==> config.mk <==
export PLATFORM = sky130hd
export DESIGN_NAME = motor_fault_monitor
export DESIGN_NICKNAME = d
export VERILOG_FILES = /design/src/motor_fault_pkg.sv /design/src/motor_fault_monitor.sv
export SDC_FILE = /design/constraint.sdc
export NUM_CORES = 1
export LEC_CHECK = 0
export ABC_AREA = 1
export CELL_PAD_IN_SITES_DETAIL_PLACEMENT = 1
export CELL_PAD_IN_SITES_GLOBAL_PLACEMENT = 2
export CORE_MARGIN = 2
export CORE_UTILIZATION = 40
export DETAILED_ROUTE_END_ITERATION = 8
export DONT_BUFFER_PORTS = 1
export MAX_ROUTING_LAYER = met4
export PLACE_DENSITY_LB_ADDON = 0.1
export SYNTH_ARGS = -nofsm -noshare
export SYNTH_HDL_FRONTEND = slang
export SYNTH_SLANG_ARGS = --single-unit
==> constraint.sdc <==
create_clock -name sys_clk -period 7.3 [get_ports sys_clk]
set_input_delay 1.46 -clock sys_clk [delete_from_list [all_inputs] [get_ports sys_clk]]
set_output_delay 1.46 -clock sys_clk [all_outputs]
set_load 0.01 [all_outputs]
==> src/motor_fault_pkg.sv <==
package motor_fault_pkg;
   // Register byte offsets
   localparam logic [7:0] OFS_STATUS     = 8'h00;
   localparam logic [7:0] OFS_MASK       = 8'h04;
   localparam logic [7:0] OFS_DETECT_THR = 8'h08;
   localparam logic [7:0] OFS_ABN_THR    = 8'h0C;
   localparam logic [7:0] OFS_BEMF_CONST = 8'h10;
   localparam logic [7:0] OFS_OVL_THR    = 8'h14;
   localparam logic [7:0] OFS_SPIKE_THR  = 8'h18;
   localparam logic [7:0] OFS_MISS_THR   = 8'h1C;
   localparam logic [7:0] OFS_BASE_CUR   = 8'h20;
   localparam logic [7:0] OFS_GAINS      = 8'h24;
   localparam logic [7:0] OFS_GAIN_USED  = 8'h28;
   localparam logic [7:0] OFS_STATE      = 8'h2C;
   // Status bit positions
   localparam int BIT_POS_DETECT = 0;
   localparam int BIT_POS_BEMF   = 1;
   localparam int BIT_POS_ABN    = 2;
   localparam int BIT_POS_OVL    = 3;
   localparam int BIT_POS_SPIKE  = 4;
   localparam int BIT_POS_MISS   = 5;
   localparam int NUM_FAULTS     = 6;
   // Reset values
   localparam logic [7:0]  RST_ABN_THR    = 8'h28;   // 40 percent
   localparam logic [15:0] RST_DETECT_THR = 16'h0100;
   localparam logic [15:0] RST_BEMF_CONST = 16'h0000;
   localparam logic [15:0] RST_OVL_THR    = 16'h0800;
   localparam logic [15:0] RST_SPIKE_THR  = 16'h0C00;
   localparam logic [7:0]  RST_MISS_THR   = 8'h05;
   localparam logic [15:0] RST_BASE_CUR   = 16'h1000;
   localparam logic [31:0] RST_GAINS      = 32'h0000_0000;
   localparam logic [31:0] AUTO_GAINS     = 32'h1010_1010;
   // Timing of the missing motor check
   localparam int CLK_MHZ        = 200;
   localparam int MISS_TIME_US   = 100;
   localparam int MISS_CYCLES    = MISS_TIME_US * CLK_MHZ;
endpackage : motor_fault_pkg

==> src/motor_fault_monitor.sv <==
`timescale 1ns/1ps
module motor_fault_monitor #(
   parameter int MISS_CNT = motor_fault_pkg::MISS_CYCLES
) (
   input  wire logic        sys_clk,
   input  wire logic        rstn,
   input  wire logic        psel,
   input  wire logic        penable,
   input  wire logic        pwrite,
   input  wire logic [7:0]  paddr,
   input  wire logic [31:0] pwdata,
   output logic [31:0]      prdata,
   output logic             pready,
   output logic             pslverr,
   input  wire logic        detectActive,
   input  wire logic        detectDone,
   input  wire logic        openLoopActive,
   input  wire logic        stallSeen,
   input  wire logic        runActive,
   input  wire logic [15:0] phaseCurrent,
   input  wire logic [15:0] backemfEstimate,
   input  wire logic [15:0] spikeCurrent,
   output logic [31:0]      gainsUsed,
   output logic             autoGains,
   output logic             faultAny,
   output logic             irq
);
   import motor_fault_pkg::*;

   // Status and configuration registers
   logic [NUM_FAULTS-1:0] status_r;
   logic [NUM_FAULTS-1:0] mask_r;
   logic [15:0]           detectThr_r;
   logic [7:0]            abnThr_r;
   logic [15:0]           bemfConst_r;
   logic [15:0]           ovlThr_r;
   logic [15:0]           spikeThr_r;
   logic [7:0]            missThr_r;
   logic [15:0]           baseCur_r;
   logic [31:0]           gains_r;
   // Fault plumbing
   logic [NUM_FAULTS-1:0] event_nxt;
   logic [NUM_FAULTS-1:0] clear_nxt;
   logic                  peakSeen_r;
   logic [31:0]           missCnt_r;
   // Bus decode
   logic                  wrEn;
   logic                  rdEn;
   logic                  addrOk;
   // Threshold products
   logic [31:0]           bemfScaled;
   logic [31:0]           bemfLimit;
   logic [31:0]           missScaled;
   logic [31:0]           missLimit;

   // Async inputs from the power stage, two flops each
   logic [15:0]           curS1_r;
   logic [15:0]           curS2_r;
   logic [15:0]           bemfS1_r;
   logic [15:0]           bemfS2_r;
   logic [15:0]           spkS1_r;
   logic [15:0]           spkS2_r;
   logic [4:0]            ctlS1_r;
   logic [4:0]            ctlS2_r;

   // Phase current synchroniser
   always_ff @(posedge sys_clk or negedge rstn) begin
      if (!rstn) begin
         curS1_r <= 16'h0000;
         curS2_r <= 16'h0000;
      end else begin
         curS1_r <= phaseCurrent;
         curS2_r <= curS1_r;
      end
   end

   // Back-EMF estimate synchroniser
   always_ff @(posedge sys_clk or negedge rstn) begin
      if (!rstn) begin
         bemfS1_r <= 16'h0000;
         bemfS2_r <= 16'h0000;
      end else begin
         bemfS1_r <= backemfEstimate;
         bemfS2_r <= bemfS1_r;
      end
   end

   // Spike current synchroniser
   always_ff @(posedge sys_clk or negedge rstn) begin
      if (!rstn) begin
         spkS1_r <= 16'h0000;
         spkS2_r <= 16'h0000;
      end else begin
         spkS1_r <= spikeCurrent;
         spkS2_r <= spkS1_r;
      end
   end

   // Control level synchroniser
   always_ff @(posedge sys_clk or negedge rstn) begin
      if (!rstn) begin
         ctlS1_r <= 5'h00;
         ctlS2_r <= 5'h00;
      end else begin
         ctlS1_r <= {runActive, stallSeen, openLoopActive, detectDone, detectActive};
         ctlS2_r <= ctlS1_r;
      end
   end

   // Synchronised control levels
   logic                  detAct;
   logic                  detDone;
   logic                  olAct;
   logic                  stall;
   logic                  run;
   assign detAct  = ctlS2_r[0];
   assign detDone = ctlS2_r[1];
   assign olAct   = ctlS2_r[2];
   assign stall   = ctlS2_r[3];
   assign run     = ctlS2_r[4];

   // APB decode, zero wait states
   assign pready  = 1'b1;
   // Access phase strobes
   assign wrEn    = psel && penable && pwrite;
   assign rdEn    = psel && penable && !pwrite;

   // Address map decode
   always_comb begin
      unique case (paddr)
         OFS_STATUS, OFS_MASK, OFS_DETECT_THR, OFS_ABN_THR, OFS_BEMF_CONST,
         OFS_OVL_THR, OFS_SPIKE_THR, OFS_MISS_THR, OFS_BASE_CUR, OFS_GAINS,
         OFS_GAIN_USED, OFS_STATE: addrOk = 1'b1;
         default:                 addrOk = 1'b0;
      endcase
   end
   // Unmapped access answers with an error
   assign pslverr = psel && penable && !addrOk;

   // Back-EMF against percentage of constant
   assign bemfScaled = {16'h0000, bemfS2_r} * 32'h0000_0064;
   assign bemfLimit  = {16'h0000, bemfConst_r} * {24'h00_0000, abnThr_r};
   // Phase current against percentage of base current
   assign missScaled = {16'h0000, curS2_r} * 32'h0000_0064;
   assign missLimit  = {16'h0000, baseCur_r} * {24'h00_0000, missThr_r};

   // Peak current during position detect
   always_ff @(posedge sys_clk or negedge rstn) begin
      if (!rstn) begin
         peakSeen_r <= 1'b0;
      end else if (!detAct) begin
         peakSeen_r <= 1'b0;
      end else if (curS2_r >= detectThr_r) begin
         peakSeen_r <= 1'b1;
      end
   end

   // Low current run time counter
   always_ff @(posedge sys_clk or negedge rstn) begin
      if (!rstn) begin
         missCnt_r <= 32'h0000_0000;
      end else if (!run || missScaled >= missLimit) begin
         missCnt_r <= 32'h0000_0000;
      end else if (missCnt_r < 32'(MISS_CNT)) begin
         missCnt_r <= missCnt_r + 32'h0000_0001;
      end
   end

   // Fault events
   always_comb begin
      event_nxt = '0;
      event_nxt[BIT_POS_DETECT] = detAct && detDone && !peakSeen_r
                                  && curS2_r < detectThr_r;
      event_nxt[BIT_POS_BEMF]   = olAct && stall;
      event_nxt[BIT_POS_ABN]    = run && bemfConst_r != 16'h0000
                                  && bemfScaled < bemfLimit;
      event_nxt[BIT_POS_OVL]    = run && curS2_r > ovlThr_r;
      event_nxt[BIT_POS_SPIKE]  = spkS2_r > spikeThr_r;
      event_nxt[BIT_POS_MISS]   = missCnt_r == 32'(MISS_CNT);
   end

   assign clear_nxt = (wrEn && paddr == OFS_STATUS) ? pwdata[NUM_FAULTS-1:0] : '0;

   // Sticky status, one flop per fault, set wins over clear
   generate
      for (genvar i = 0; i < NUM_FAULTS; i++) begin : g_status
         always_ff @(posedge sys_clk or negedge rstn) begin
            if (!rstn) begin
               status_r[i] <= 1'b0;
            end else if (event_nxt[i]) begin
               status_r[i] <= 1'b1;
            end else if (clear_nxt[i]) begin
               status_r[i] <= 1'b0;
            end
         end
      end
   endgenerate

   // Interrupt mask
   always_ff @(posedge sys_clk or negedge rstn) begin
      if (!rstn) begin
         mask_r <= '0;
      end else if (wrEn && paddr == OFS_MASK) begin
         mask_r <= pwdata[NUM_FAULTS-1:0];
      end
   end

   // Position detect current threshold
   always_ff @(posedge sys_clk or negedge rstn) begin
      if (!rstn) begin
         detectThr_r <= RST_DETECT_THR;
      end else if (wrEn && paddr == OFS_DETECT_THR) begin
         detectThr_r <= pwdata[15:0];
      end
   end

   // Abnormal back-EMF percentage
   always_ff @(posedge sys_clk or negedge rstn) begin
      if (!rstn) begin
         abnThr_r <= RST_ABN_THR;
      end else if (wrEn && paddr == OFS_ABN_THR) begin
         abnThr_r <= pwdata[7:0];
      end
   end

   // Back-EMF constant
   always_ff @(posedge sys_clk or negedge rstn) begin
      if (!rstn) begin
         bemfConst_r <= RST_BEMF_CONST;
      end else if (wrEn && paddr == OFS_BEMF_CONST) begin
         bemfConst_r <= pwdata[15:0];
      end
   end

   // Overload current threshold
   always_ff @(posedge sys_clk or negedge rstn) begin
      if (!rstn) begin
         ovlThr_r <= RST_OVL_THR;
      end else if (wrEn && paddr == OFS_OVL_THR) begin
         ovlThr_r <= pwdata[15:0];
      end
   end

   // Spike current threshold
   always_ff @(posedge sys_clk or negedge rstn) begin
      if (!rstn) begin
         spikeThr_r <= RST_SPIKE_THR;
      end else if (wrEn && paddr == OFS_SPIKE_THR) begin
         spikeThr_r <= pwdata[15:0];
      end
   end

   // Missing motor percentage
   always_ff @(posedge sys_clk or negedge rstn) begin
      if (!rstn) begin
         missThr_r <= RST_MISS_THR;
      end else if (wrEn && paddr == OFS_MISS_THR) begin
         missThr_r <= pwdata[7:0];
      end
   end

   // Base current
   always_ff @(posedge sys_clk or negedge rstn) begin
      if (!rstn) begin
         baseCur_r <= RST_BASE_CUR;
      end else if (wrEn && paddr == OFS_BASE_CUR) begin
         baseCur_r <= pwdata[15:0];
      end
   end

   // Programmed controller gains
   always_ff @(posedge sys_clk or negedge rstn) begin
      if (!rstn) begin
         gains_r <= RST_GAINS;
      end else if (wrEn && paddr == OFS_GAINS) begin
         gains_r <= pwdata;
      end
   end

   // Automatic gain flag
   always_ff @(posedge sys_clk or negedge rstn) begin
      if (!rstn) begin
         autoGains <= 1'b1;
      end else begin
         autoGains <= gains_r == 32'h0000_0000;
      end
   end

   // Gains handed to the control loops
   always_ff @(posedge sys_clk or negedge rstn) begin
      if (!rstn) begin
         gainsUsed <= AUTO_GAINS;
      end else begin
         gainsUsed <= (gains_r == 32'h0000_0000) ? AUTO_GAINS : gains_r;
      end
   end

   // Interrupt, follows the status value being written
   always_ff @(posedge sys_clk or negedge rstn) begin
      if (!rstn) begin
         irq <= 1'b0;
      end else begin
         irq <= |(((status_r & ~clear_nxt) | event_nxt) & mask_r);
      end
   end

   // Any fault summary
   always_ff @(posedge sys_clk or negedge rstn) begin
      if (!rstn) begin
         faultAny <= 1'b0;
      end else begin
         faultAny <= |((status_r & ~clear_nxt) | event_nxt);
      end
   end

   // Read data
   always_comb begin
      prdata = 32'h0000_0000;
      if (rdEn) begin
         unique case (paddr)
            OFS_STATUS:     prdata = {26'h000_0000, status_r};
            OFS_MASK:       prdata = {26'h000_0000, mask_r};
            OFS_DETECT_THR: prdata = {16'h0000, detectThr_r};
            OFS_ABN_THR:    prdata = {24'h00_0000, abnThr_r};
            OFS_BEMF_CONST: prdata = {16'h0000, bemfConst_r};
            OFS_OVL_THR:    prdata = {16'h0000, ovlThr_r};
            OFS_SPIKE_THR:  prdata = {16'h0000, spikeThr_r};
            OFS_MISS_THR:   prdata = {24'h00_0000, missThr_r};
            OFS_BASE_CUR:   prdata = {16'h0000, baseCur_r};
            OFS_GAINS:      prdata = gains_r;
            OFS_GAIN_USED:  prdata = gainsUsed;
            OFS_STATE:      prdata = {27'h000_0000, ctlS2_r};
            default:        prdata = 32'h0000_0000;
         endcase
      end
   end
endmodule : motor_fault_monitor

==> results of run 1 <==
layer usage:
metal / vias to the layer above / track usage [%] / wire length, um
met4: 0 / 5.09 / 1450
met5: - / - / 0
met1: 9895 / 33.5 / 36100
met2: 320 / 38.5 / 35100
met3: 86 / 4.62 / 4200
li1: 9261 / - / -
metrics by stage:
step	cells	power, uW	instance area, sq um	setup slack [ns]	utilization [%]
6_report	3847	4940	27500	0.888	43.6
5_1_grt	3846	5230	27500	0.418	43.6
4_1_cts	3844	5010	27500	0.965	43.6
3_5_place_dp	3770	2910	26100	0.963	41.4
3_3_place_gp	3770	2860	26100	1.06	41.4
2_1_floorplan	3041	2590	25500	1.57	-
where the power goes:
| group | internal [uW] | switching [uW] | leakage [uW] |
|---|---|---|---|
| sequential | 1800 | 73.1 | 0.00405 |
| combinational | 371 | 628 | 0.0100 |
| clock | 1240 | 824 | 0.000677 |
cell type report:
| cell class | count | area (sq um) |
|---|---|---|
| antenna | 3 | 7.51 |
| clock buffer | 60 | 1190 |
| clock inverter | 14 | 204 |
| fill | 7528 | 35600 |
| inverter | 684 | 2570 |
| multi-input combinational | 1912 | 14500 |
| sequential | 314 | 7880 |
| tap | 846 | 1060 |
| timing repair buffer | 14 | 105 |
logic make-up (layout without fill, tap and decap cells):
| family | count (synthesis) | after routing | synth area share, % |
|---|---|---|---|
| adder cells (fa/ha/maj) | 476 | 476 | 28.9 |
| flip-flops | 314 | 314 | 30.9 |
| AO/OA/AOI/OAI | 423 | 423 | 9.39 |
| buffers and inverters | 815 | 772 | 12.3 |
| other | 1 | 4 | 0.0147 |
| AND/OR/NAND/NOR | 921 | 921 | 15.0 |
| multiplexers | 16 | 16 | 0.941 |
| XOR/XNOR | 75 | 75 | 2.57 |
worst max-delay path, cell delays in order (launching register included):
cell     delay [ns]
dfrtp_1        0.75
buf_4          0.24
nand2_1        0.05
inv_1          0.09
fa_1           0.41
inv_1          0.08
fa_1           0.43
fa_1           0.54
inv_1          0.05
fa_1           0.47
ha_1           0.36
a21oi_1        0.25
o21ai_0        0.14
nand2_1        0.10
nand3_2        0.08
a31oi_1        0.33
xor2_1         0.12
ha_1           0.32
nand2_1        0.09
nor4_1         0.30
o21ai_0        0.14
nand2_1        0.10
nand2_1        0.07
a21oi_1        0.14
nand2_1        0.08
nand3_2        0.07
buf_4          0.35
nor2_1         0.10
cell usage in the layout (no fill, tap or decap), types with 32 or more instances in the layout:
cell type and n:
nand2_1 674, inv_1 673, dfrtp_1 300, ha_1 286
fa_1 190, o21ai_0 156, a21oi_1 140, nor2_1 107
xor2_1 43, nand3_1 42, clkbuf_16 40, o21ai_1 33
xnor2_1 32
final timing paths:
check | end | slack [ns] | cells past startpoint
max | missCnt_r[10] | 0.89 | 27
min reg2reg | bemfS2_r[15] | 0.34 | 0
min in group asynchronous | gainsUsed[29] | 0.57 | 0
max reg2reg | missCnt_r[10] | 0.89 | 27
max in group asynchronous | curS2_r[2] | 6.16 | 0
min | bemfS2_r[15] | 0.34 | 0
==> results.json, run 1 <==
{
  "status": "completed",
  "seq_area_frac_synth_pct": 30.9,
  "cts_setup_buffers": 0,
  "reg.largest.list": "gainsUsed x32, gains_r x32, missCnt_r x32",
  "antenna_found_initial": 3,
  "synth_common_cells": "nand2_1 (674), inv_1 (673), dfrtp_1 (300)",
  "cp_data_required_time_ns": 7.73,
  "finalMaxSlewViolations": 0,
  "synth_ff_type": "dfrtp_1",
  "setup_viol": 0,
  "criticalPathCategory": "register to register",
  "ys_warn_count": 0,
  "routed_wl_mm": 76.9,
  "synth.largest_area_cell": "dfrtp_1",
  "die_w_um": 257,
  "ys_types": 58,
  "cts.clk_slew.worst_paths_ns": 0.06,
  "grt_pass1_wl_mm": 122,
  "gp_congestion": 0.913,
  "synthCells": 3041,
  "min_period_over_period_pct": 87.8,
  "layout.nets": 3540,
  "clock-sinks": 314,
  "die_area_sq_um": 65800,
  "min_path_type": "register to register",
  "hold_start": "bemfS1_r[15]",
  "track_usage_pct": 24.7,
  "ys_seq_elements": 314,
  "area_growth_pct": 7.81,
  "io_pins": 167,
  "cp.arrival_ns": 6.85,
  "overflow": 0,
  "drtIter0Drc": 1100,
  "ctsResizeCount": 0,
  "crit_path_max_fanout": 32,
  "power.leakage_uw": 0.0148,
  "reg2reg_from": "missThr_r[3]",
  "ctsHoldBuffers": 0,
  "core_area_sq_um": 63100,
  "vias": 19600,
  "cts_max_level": 2,
  "crit_start": "missThr_r[3]",
  "drc_errors": 0,
  "finalHoldViolCount": 0,
  "fmax_mhz": 156,
  "rows": 92,
  "finalSetupTns_ns": 0,
  "wl_per_cell_um": 20.0,
  "clock_latency_ns": 0.58,
  "drv_cap": 0,
  "initial_core_util_pct": 40.5,
  "critPathCaptureType": "register",
  "async_flop_share_pct": 100,
  "synth_edf_count": 0,
  "final.setup_skew_ns": 0.0417,
  "dp_hpwl_mm": 60.7,
  "numPortBuffers": 0,
  "netlist_area_sq_um": 25500,
  "cts_tree": "built",
  "ir_drop_mv": 0.185,
  "grt_pass1_vias": 21300,
  "maxSlewHeadroom_pct": 26.5,
  "period_minus_slack_ns": 6.41,
  "syn_nets": 3615,
  "hold_slack_ns": 0.338,
  "syn_avg_cell_area_sq_um": 8.39,
  "cts_root_buf": "clkbuf_16",
  "postRouteAntennaNets": 0,
  "drtPass1Iterations": 5,
  "dieHeight_um": 257,
  "tightestPinTransition_ns": 1.10,
  "vias_per_cell": 5.09,
  "drive_gt1_share_pct": 4.90,
  "grt_max_degree": 315,
  "cts_buffers": 40,
  "synth_area_leaders": "dfrtp_1 (29%), fa_1 (15%), ha_1 (14%), nand2_1 (9.9%), inv_1 (9.9%)",
  "critPathLaunchType": "register",
  "yosysMostFrequentCell": "nand2_1",
  "rsz0062_at_grt": "no",
  "synth_top_area_share_pct": 29.4,
  "power-per-cell-area_nw_per_um2": 180,
  "cts_buffer_depth": 3
}
Note: power is estimated with default switching activity, not from simulation.
==> run 2, diff against run 1 <==
--- a/config.mk
+++ b/config.mk
@@ -8,6 +8,7 @@
 export ABC_AREA = 1
 export CELL_PAD_IN_SITES_DETAIL_PLACEMENT = 1
 export CELL_PAD_IN_SITES_GLOBAL_PLACEMENT = 2
+export CORE_ASPECT_RATIO = 1.5
 export CORE_MARGIN = 2
 export CORE_UTILIZATION = 40
 export DETAILED_ROUTE_END_ITERATION = 8
==> run 2 against run 1 <==
Via count rose by 0.71%. Power fell by 0.13%. Flip-flop and latch count did not move. Largest power group unchanged. Die area barely moved. Global-route usage rose by 1.7 points. Clock-buffer cell count fell by 12. Non-clock buffer count fell by 10. Highest routed layer unchanged. Register-to-register slack got worse by 0.26 ns. Core utilization fell by 0.38 points. Combinational power barely moved. Maximum frequency fell by 3.9%. Clock skew barely moved. Critical path type unchanged.
==> results.json, run 2 (synthesis gave the netlist of run 1 again) <==
{
  "internal_power_uw": 3400,
  "routed_wl_mm": 81.1,
  "clock-sinks": 314,
  "area_growth_pct": 7.08,
  "switching_share_pct": 31.1,
  "rsz0062_at_grt": "no",
  "seqPwrFrac_pct": 38.1,
  "drtIter0Drc": 827,
  "grt_pass1_wl_mm": 128,
  "hold_depth": 0,
  "wl_per_cell_um": 21.4,
  "cts_setup_buffers": 0,
  "grt_pass1_vias": 22000,
  "cts_max_level": 2,
  "max_stage_delay_ns": 0.77,
  "layout.nets": 3526,
  "hold_slack_ns": 0.311,
  "io_pins": 167,
  "finalMaxSlewViolations": 0,
  "overflow": 0,
  "die_area_sq_um": 65900,
  "drtPass1Iterations": 5,
  "reg.largest.list": "gainsUsed x32, gains_r x32, missCnt_r x32",
  "crit_slowest_cell": "dfrtp_1",
  "r2r_end": "missCnt_r[10]",
  "criticalPathCategory": "register to register",
  "grt_max_degree": 315,
  "postRouteAntennaNets": 0,
  "design_area_sq_um": 27300,
  "gp_congestion": 0.889,
  "min_period_over_period_pct": 91.4,
  "status": "completed",
  "final_cell_mix": "nand2_1 (674), inv_1 (673), dfrtp_1 (300)",
  "hold_start": "curS1_r[2]",
  "cts_buffer_depth": 3,
  "core_area_sq_um": 63200,
  "reg2reg_from": "missThr_r[7]",
  "cp_data_required_time_ns": 7.72,
  "track_usage_pct": 26.3,
  "cts_tree": "built",
  "power.leakage_uw": 0.0147,
  "p_switching_uw": 1540,
  "crit_path_max_fanout": 32,
  "finalHoldViolCount": 0,
  "pwr-share-clk_pct": 41.2,
  "r2r_slack_ns": 0.63,
  "ctsHoldBuffers": 0,
  "critPathLaunchType": "register",
  "combPwrFrac_pct": 20.7,
  "maxSlewHeadroom_pct": 18.6,
  "min_path_type": "register to register",
  "ctsResizeCount": 0,
  "drv_cap": 0,
  "cts_root_buf": "clkbuf_16",
  "final_common_cell": "nand2_1",
  "vias_per_cell": 5.20,
  "power-per-cell-area_nw_per_um2": 181,
  "numPortBuffers": 0,
  "clock_latency_ns": 0.59,
  "final.setup_skew_ns": 0.0414,
  "tightestPinTransition_ns": 1.22,
  "finalNonFillerCells": 3788,
  "cp.arrival_ns": 7.10,
  "dp.cells": 3719,
  "ff2ff_path_depth": 26,
  "period_minus_slack_ns": 6.67,
  "cts.clk_slew.worst_paths_ns": 0.07,
  "setup_viol": 0,
  "initial_core_util_pct": 40.4,
  "fmax_mhz": 150,
  "drc_errors": 0,
  "hold_path_end": "curS2_r[2]",
  "vias": 19700,
  "critPathCaptureType": "register",
  "crit_top_cell": "nand2_1",
  "ir_drop_mv": 0.218,
  "die_w_um": 210,
  "antenna_found_initial": 7,
  "drive_gt1_share_pct": 4.50,
  "dp_hpwl_mm": 65.5,
  "dieHeight_um": 313,
  "dpl_cell_area_sq_um": 26000,
  "finalSetupTns_ns": 0,
  "rows": 113,
  "cts_buffers": 36
}
run 2: worst max-delay path, delay by kind of cell (launching register included):
family | cells | cell delay (ns)
adder cells (fa/ha/maj) | 6 | 2.80
AND/OR/NAND/NOR | 9 | 1.07
AO/OA/AOI/OAI | 6 | 1.15
buffers and inverters | 4 | 0.52
flip-flops | 1 | 0.77
XOR/XNOR | 1 | 0.18
run 2: worst max path at each step:
| stage | startpoint | to |
|---|---|---|
| floorplan | missThr_r[7] | missCnt_r[1] |
| global placement | missThr_r[7] | missCnt_r[10] |
| detailed placement | missThr_r[7] | missCnt_r[12] |
| CTS | missThr_r[7] | missCnt_r[18] |
| global route | missThr_r[7] | missCnt_r[10] |
| finish | missThr_r[7] | missCnt_r[10] |
run 2: power by group through the flow:
stage | Sequential (uW) | Combinational, uW | Clock, uW
floorplan | 1870 | 728 | 0
global placement | 1910 | 1010 | 0
detailed placement | 1910 | 1050 | 0
CTS | 1880 | 1060 | 2090
global route | 1890 | 1180 | 2140
finish | 1880 | 1020 | 2030
run 2: area by class of cell:
type                    count  area (sq um)
multi-input cells        1912         14500
inverters                 684          2570
fillers                  7456         35900
clock buffers              48          1040
diodes                      3          7.51
well taps                 805          1010
clock inverters            18           293
repair buffers              4          30.0
flip-flops and latches    314          7880
run 2: through the flow:
| stage | worst slack (ns) | utilization (%) | power, uW |
|---|---|---|---|
| 2_1_floorplan | 1.57 | - | 2590 |
| 3_3_place_gp | 0.994 | 41.1 | 2920 |
| 3_5_place_dp | 0.704 | 41.1 | 2970 |
| 4_1_cts | 0.668 | 43.2 | 5030 |
| 5_1_grt | 0.128 | 43.2 | 5210 |
| 6_report | 0.626 | 43.2 | 4940 |
run 2: layer usage:
metal / up-vias / global-route usage [%] / part of all wire, % / wire, um
li1: 9239 / - / - / -
met1: 9990 / 27.0 / 37 / 29700
met2: 327 / 50.0 / 56 / 45100
met3: 144 / 3.69 / 3.4 / 2750
met4: 0 / 10.5 / 4.4 / 3570
met5: - / - / 0 / 0
==> run 3, diff against run 2 <==
--- a/config.mk
+++ b/config.mk
@@ -6,13 +6,14 @@
 export NUM_CORES = 1
 export LEC_CHECK = 0
 export ABC_AREA = 1
-export CELL_PAD_IN_SITES_DETAIL_PLACEMENT = 1
-export CELL_PAD_IN_SITES_GLOBAL_PLACEMENT = 2
+export CELL_PAD_IN_SITES_DETAIL_PLACEMENT = 0
+export CELL_PAD_IN_SITES_GLOBAL_PLACEMENT = 1
 export CORE_ASPECT_RATIO = 1.5
 export CORE_MARGIN = 2
-export CORE_UTILIZATION = 40
+export CORE_UTILIZATION = 50
 export DETAILED_ROUTE_END_ITERATION = 8
 export DONT_BUFFER_PORTS = 1
+export GPL_TIMING_DRIVEN = 0
 export MAX_ROUTING_LAYER = met4
 export PLACE_DENSITY_LB_ADDON = 0.1
 export SYNTH_ARGS = -nofsm -noshare
==> run 3 against run 2 <==
Die area down 20%. Maximum frequency down 3.5%. Critical path depth increased by 1. Clock-buffer cell count down 4. Non-clock buffer count increased by 123. Via count up 2.8%. Worst hold slack better by 0.0064 ns. First-iteration DRC count grew 33%. Register-to-register slack worse by 0.24 ns. Power fell by 5.1%. Core utilization grew 11 points. Critical path type unchanged. Critical endpoint is now missCnt_r[0].
==> results.json, run 3 (synthesis gave the netlist of run 1 again) <==
{
  "status": "completed",
  "finalMaxSlewViolations": 0,
  "cts_buffer_depth": 3,
  "post-place-ws_ns": -0.0349,
  "vias": 20300,
  "dp_hpwl_mm": 59.5,
  "die_w_um": 188,
  "critPathLaunchType": "register",
  "min_path_type": "register to register",
  "die_area_sq_um": 52900,
  "overflow": 0,
  "antenna_found_initial": 1,
  "finalHoldViolCount": 0,
  "final_cell_mix": "nand2_1 (674), inv_1 (673), dfrtp_1 (300)",
  "fin_util_pct": 54.6,
  "cp_num_buf_inv": 5,
  "rsz0062_at_grt": "no",
  "seq_area_sq_um": 7880,
  "area_growth_pct": 8.06,
  "hold_slack_ns": 0.317,
  "p_total_uw": 4690,
  "grt_max_degree": 315,
  "drive_gt1_share_pct": 5.03,
  "crit_slowest_cell": "clkbuf_1",
  "crit_top_cell": "nand2_1",
  "rows": 101,
  "cp_top_family": "adder cells",
  "ir_drop_mv": 0.199,
  "io_pins": 167,
  "cts_buffers": 36,
  "dieHeight_um": 281,
  "final_common_cell": "nand2_1",
  "reg.largest.list": "gainsUsed x32, gains_r x32, missCnt_r x32",
  "drtIter0Drc": 1101,
  "cp.arrival_ns": 7.36,
  "grt_pass1_wl_mm": 118,
  "period_minus_slack_ns": 6.92,
  "maxSlewHeadroom_pct": 40.0,
  "power-per-cell-area_nw_per_um2": 170,
  "track_usage_pct": 30.2,
  "min_period_over_period_pct": 94.8,
  "drtPass1Iterations": 5,
  "vias_per_cell": 5.37,
  "cts_tree": "built",
  "layout.nets": 3649,
  "reg2reg_from": "baseCur_r[1]",
  "critPathCaptureType": "register",
  "cts_root_buf": "clkbuf_16",
  "drc_errors": 0,
  "hold_start": "curS1_r[12]",
  "routed_wl_mm": 75.1,
  "numPortBuffers": 0,
  "gp_congestion": 0.944,
  "power.leakage_uw": 0.0149,
  "cp_data_required_time_ns": 7.74,
  "final.setup_skew_ns": 0.0360,
  "clock-sinks": 314,
  "wl_per_cell_um": 19.9,
  "criticalPathCategory": "register to register",
  "initial_core_util_pct": 50.5,
  "ctsHoldBuffers": 0,
  "multiInputGateArea_sq_um": 14500,
  "cts_max_level": 2,
  "num-fill-cells": 4756,
  "cts.clk_slew.worst_paths_ns": 0.07,
  "clock_latency_ns": 0.57,
  "postRouteAntennaNets": 0,
  "setup_slack_ns": 0.383,
  "crit_path_max_fanout": 10,
  "setup_viol": 0,
  "tightestPinTransition_ns": 0.893,
  "fmax_mhz": 145,
  "grt_pass1_vias": 21400,
  "max_stage_delay_ns": 0.60,
  "crit_start": "baseCur_r[1]",
  "drv_cap": 0,
  "core_area_sq_um": 50500
}
[run 3: cell count changes in the layout (fill, tap and decap cells not counted), sizes merged, moves of 2 or more]
cell      previous run  this run
clkbuf              48       147
buf                  4        24
bufinv               6         2
clkinvlp             1         5
diode                3         1
inv                686       688
[run 3: area by class of cell]
class | instances | share of cell area [%]
multi-input combinational | 1912 | 52.6
sequential | 314 | 28.6
inverter | 684 | 9.32
clock buffer | 44 | 3.56
tap | 669 | 3.04
buffer | 127 | 2.04
clock inverter | 21 | 0.880
antenna | 1 | 0.00907
[run 3: where the power goes]
group / leakage [uW] / switching (uW) / internal [uW] / total [uW]
Clock: 0.000589 / 811 / 1060 / 1870
Combinational: 0.0102 / 584 / 376 / 960
Sequential: 0.00405 / 57.8 / 1800 / 1860
[run 3: path summary, 6_finish.rpt]
path | cells after the start | slack (ns) | endpoint
min reg2reg | 0 | 0.32 | curS2_r[12]
min in group asynchronous | 0 | 0.58 | gainsUsed[21]
max | 27 | 0.38 | missCnt_r[0]
min | 0 | 0.32 | curS2_r[12]
max in group asynchronous | 0 | 6.03 | bemfS2_r[6]
max reg2reg | 27 | 0.38 | missCnt_r[0]
[run 3: layer usage]
layer  routed length, um  vias to the layer above  global-route usage [%]
met5                   0                        -                       -
met4                3320                        0                    12.3
met3                3670                      193                    3.58
met2               40700                      602                    56.5
met1               27400                     9978                    32.1
li1                    -                     9477                       -
[run 3: timing repair]
item | CTS | global route
endpoints found under the setup margin | 30 | 33
gates resized for setup | 3 | 5
endpoints found under the hold margin | 0 | 0
setup buffers | 0 | 0
[run 3: metrics by stage]
stage	setup TNS (ns)	instance area [sq um]	instances
2_1_floorplan	0	25500	3041
3_3_place_gp	0	26400	3710
3_5_place_dp	-0.677	26400	3710
4_1_cts	0	27600	3775
5_1_grt	0	27600	3772
6_report	0	27600	3772
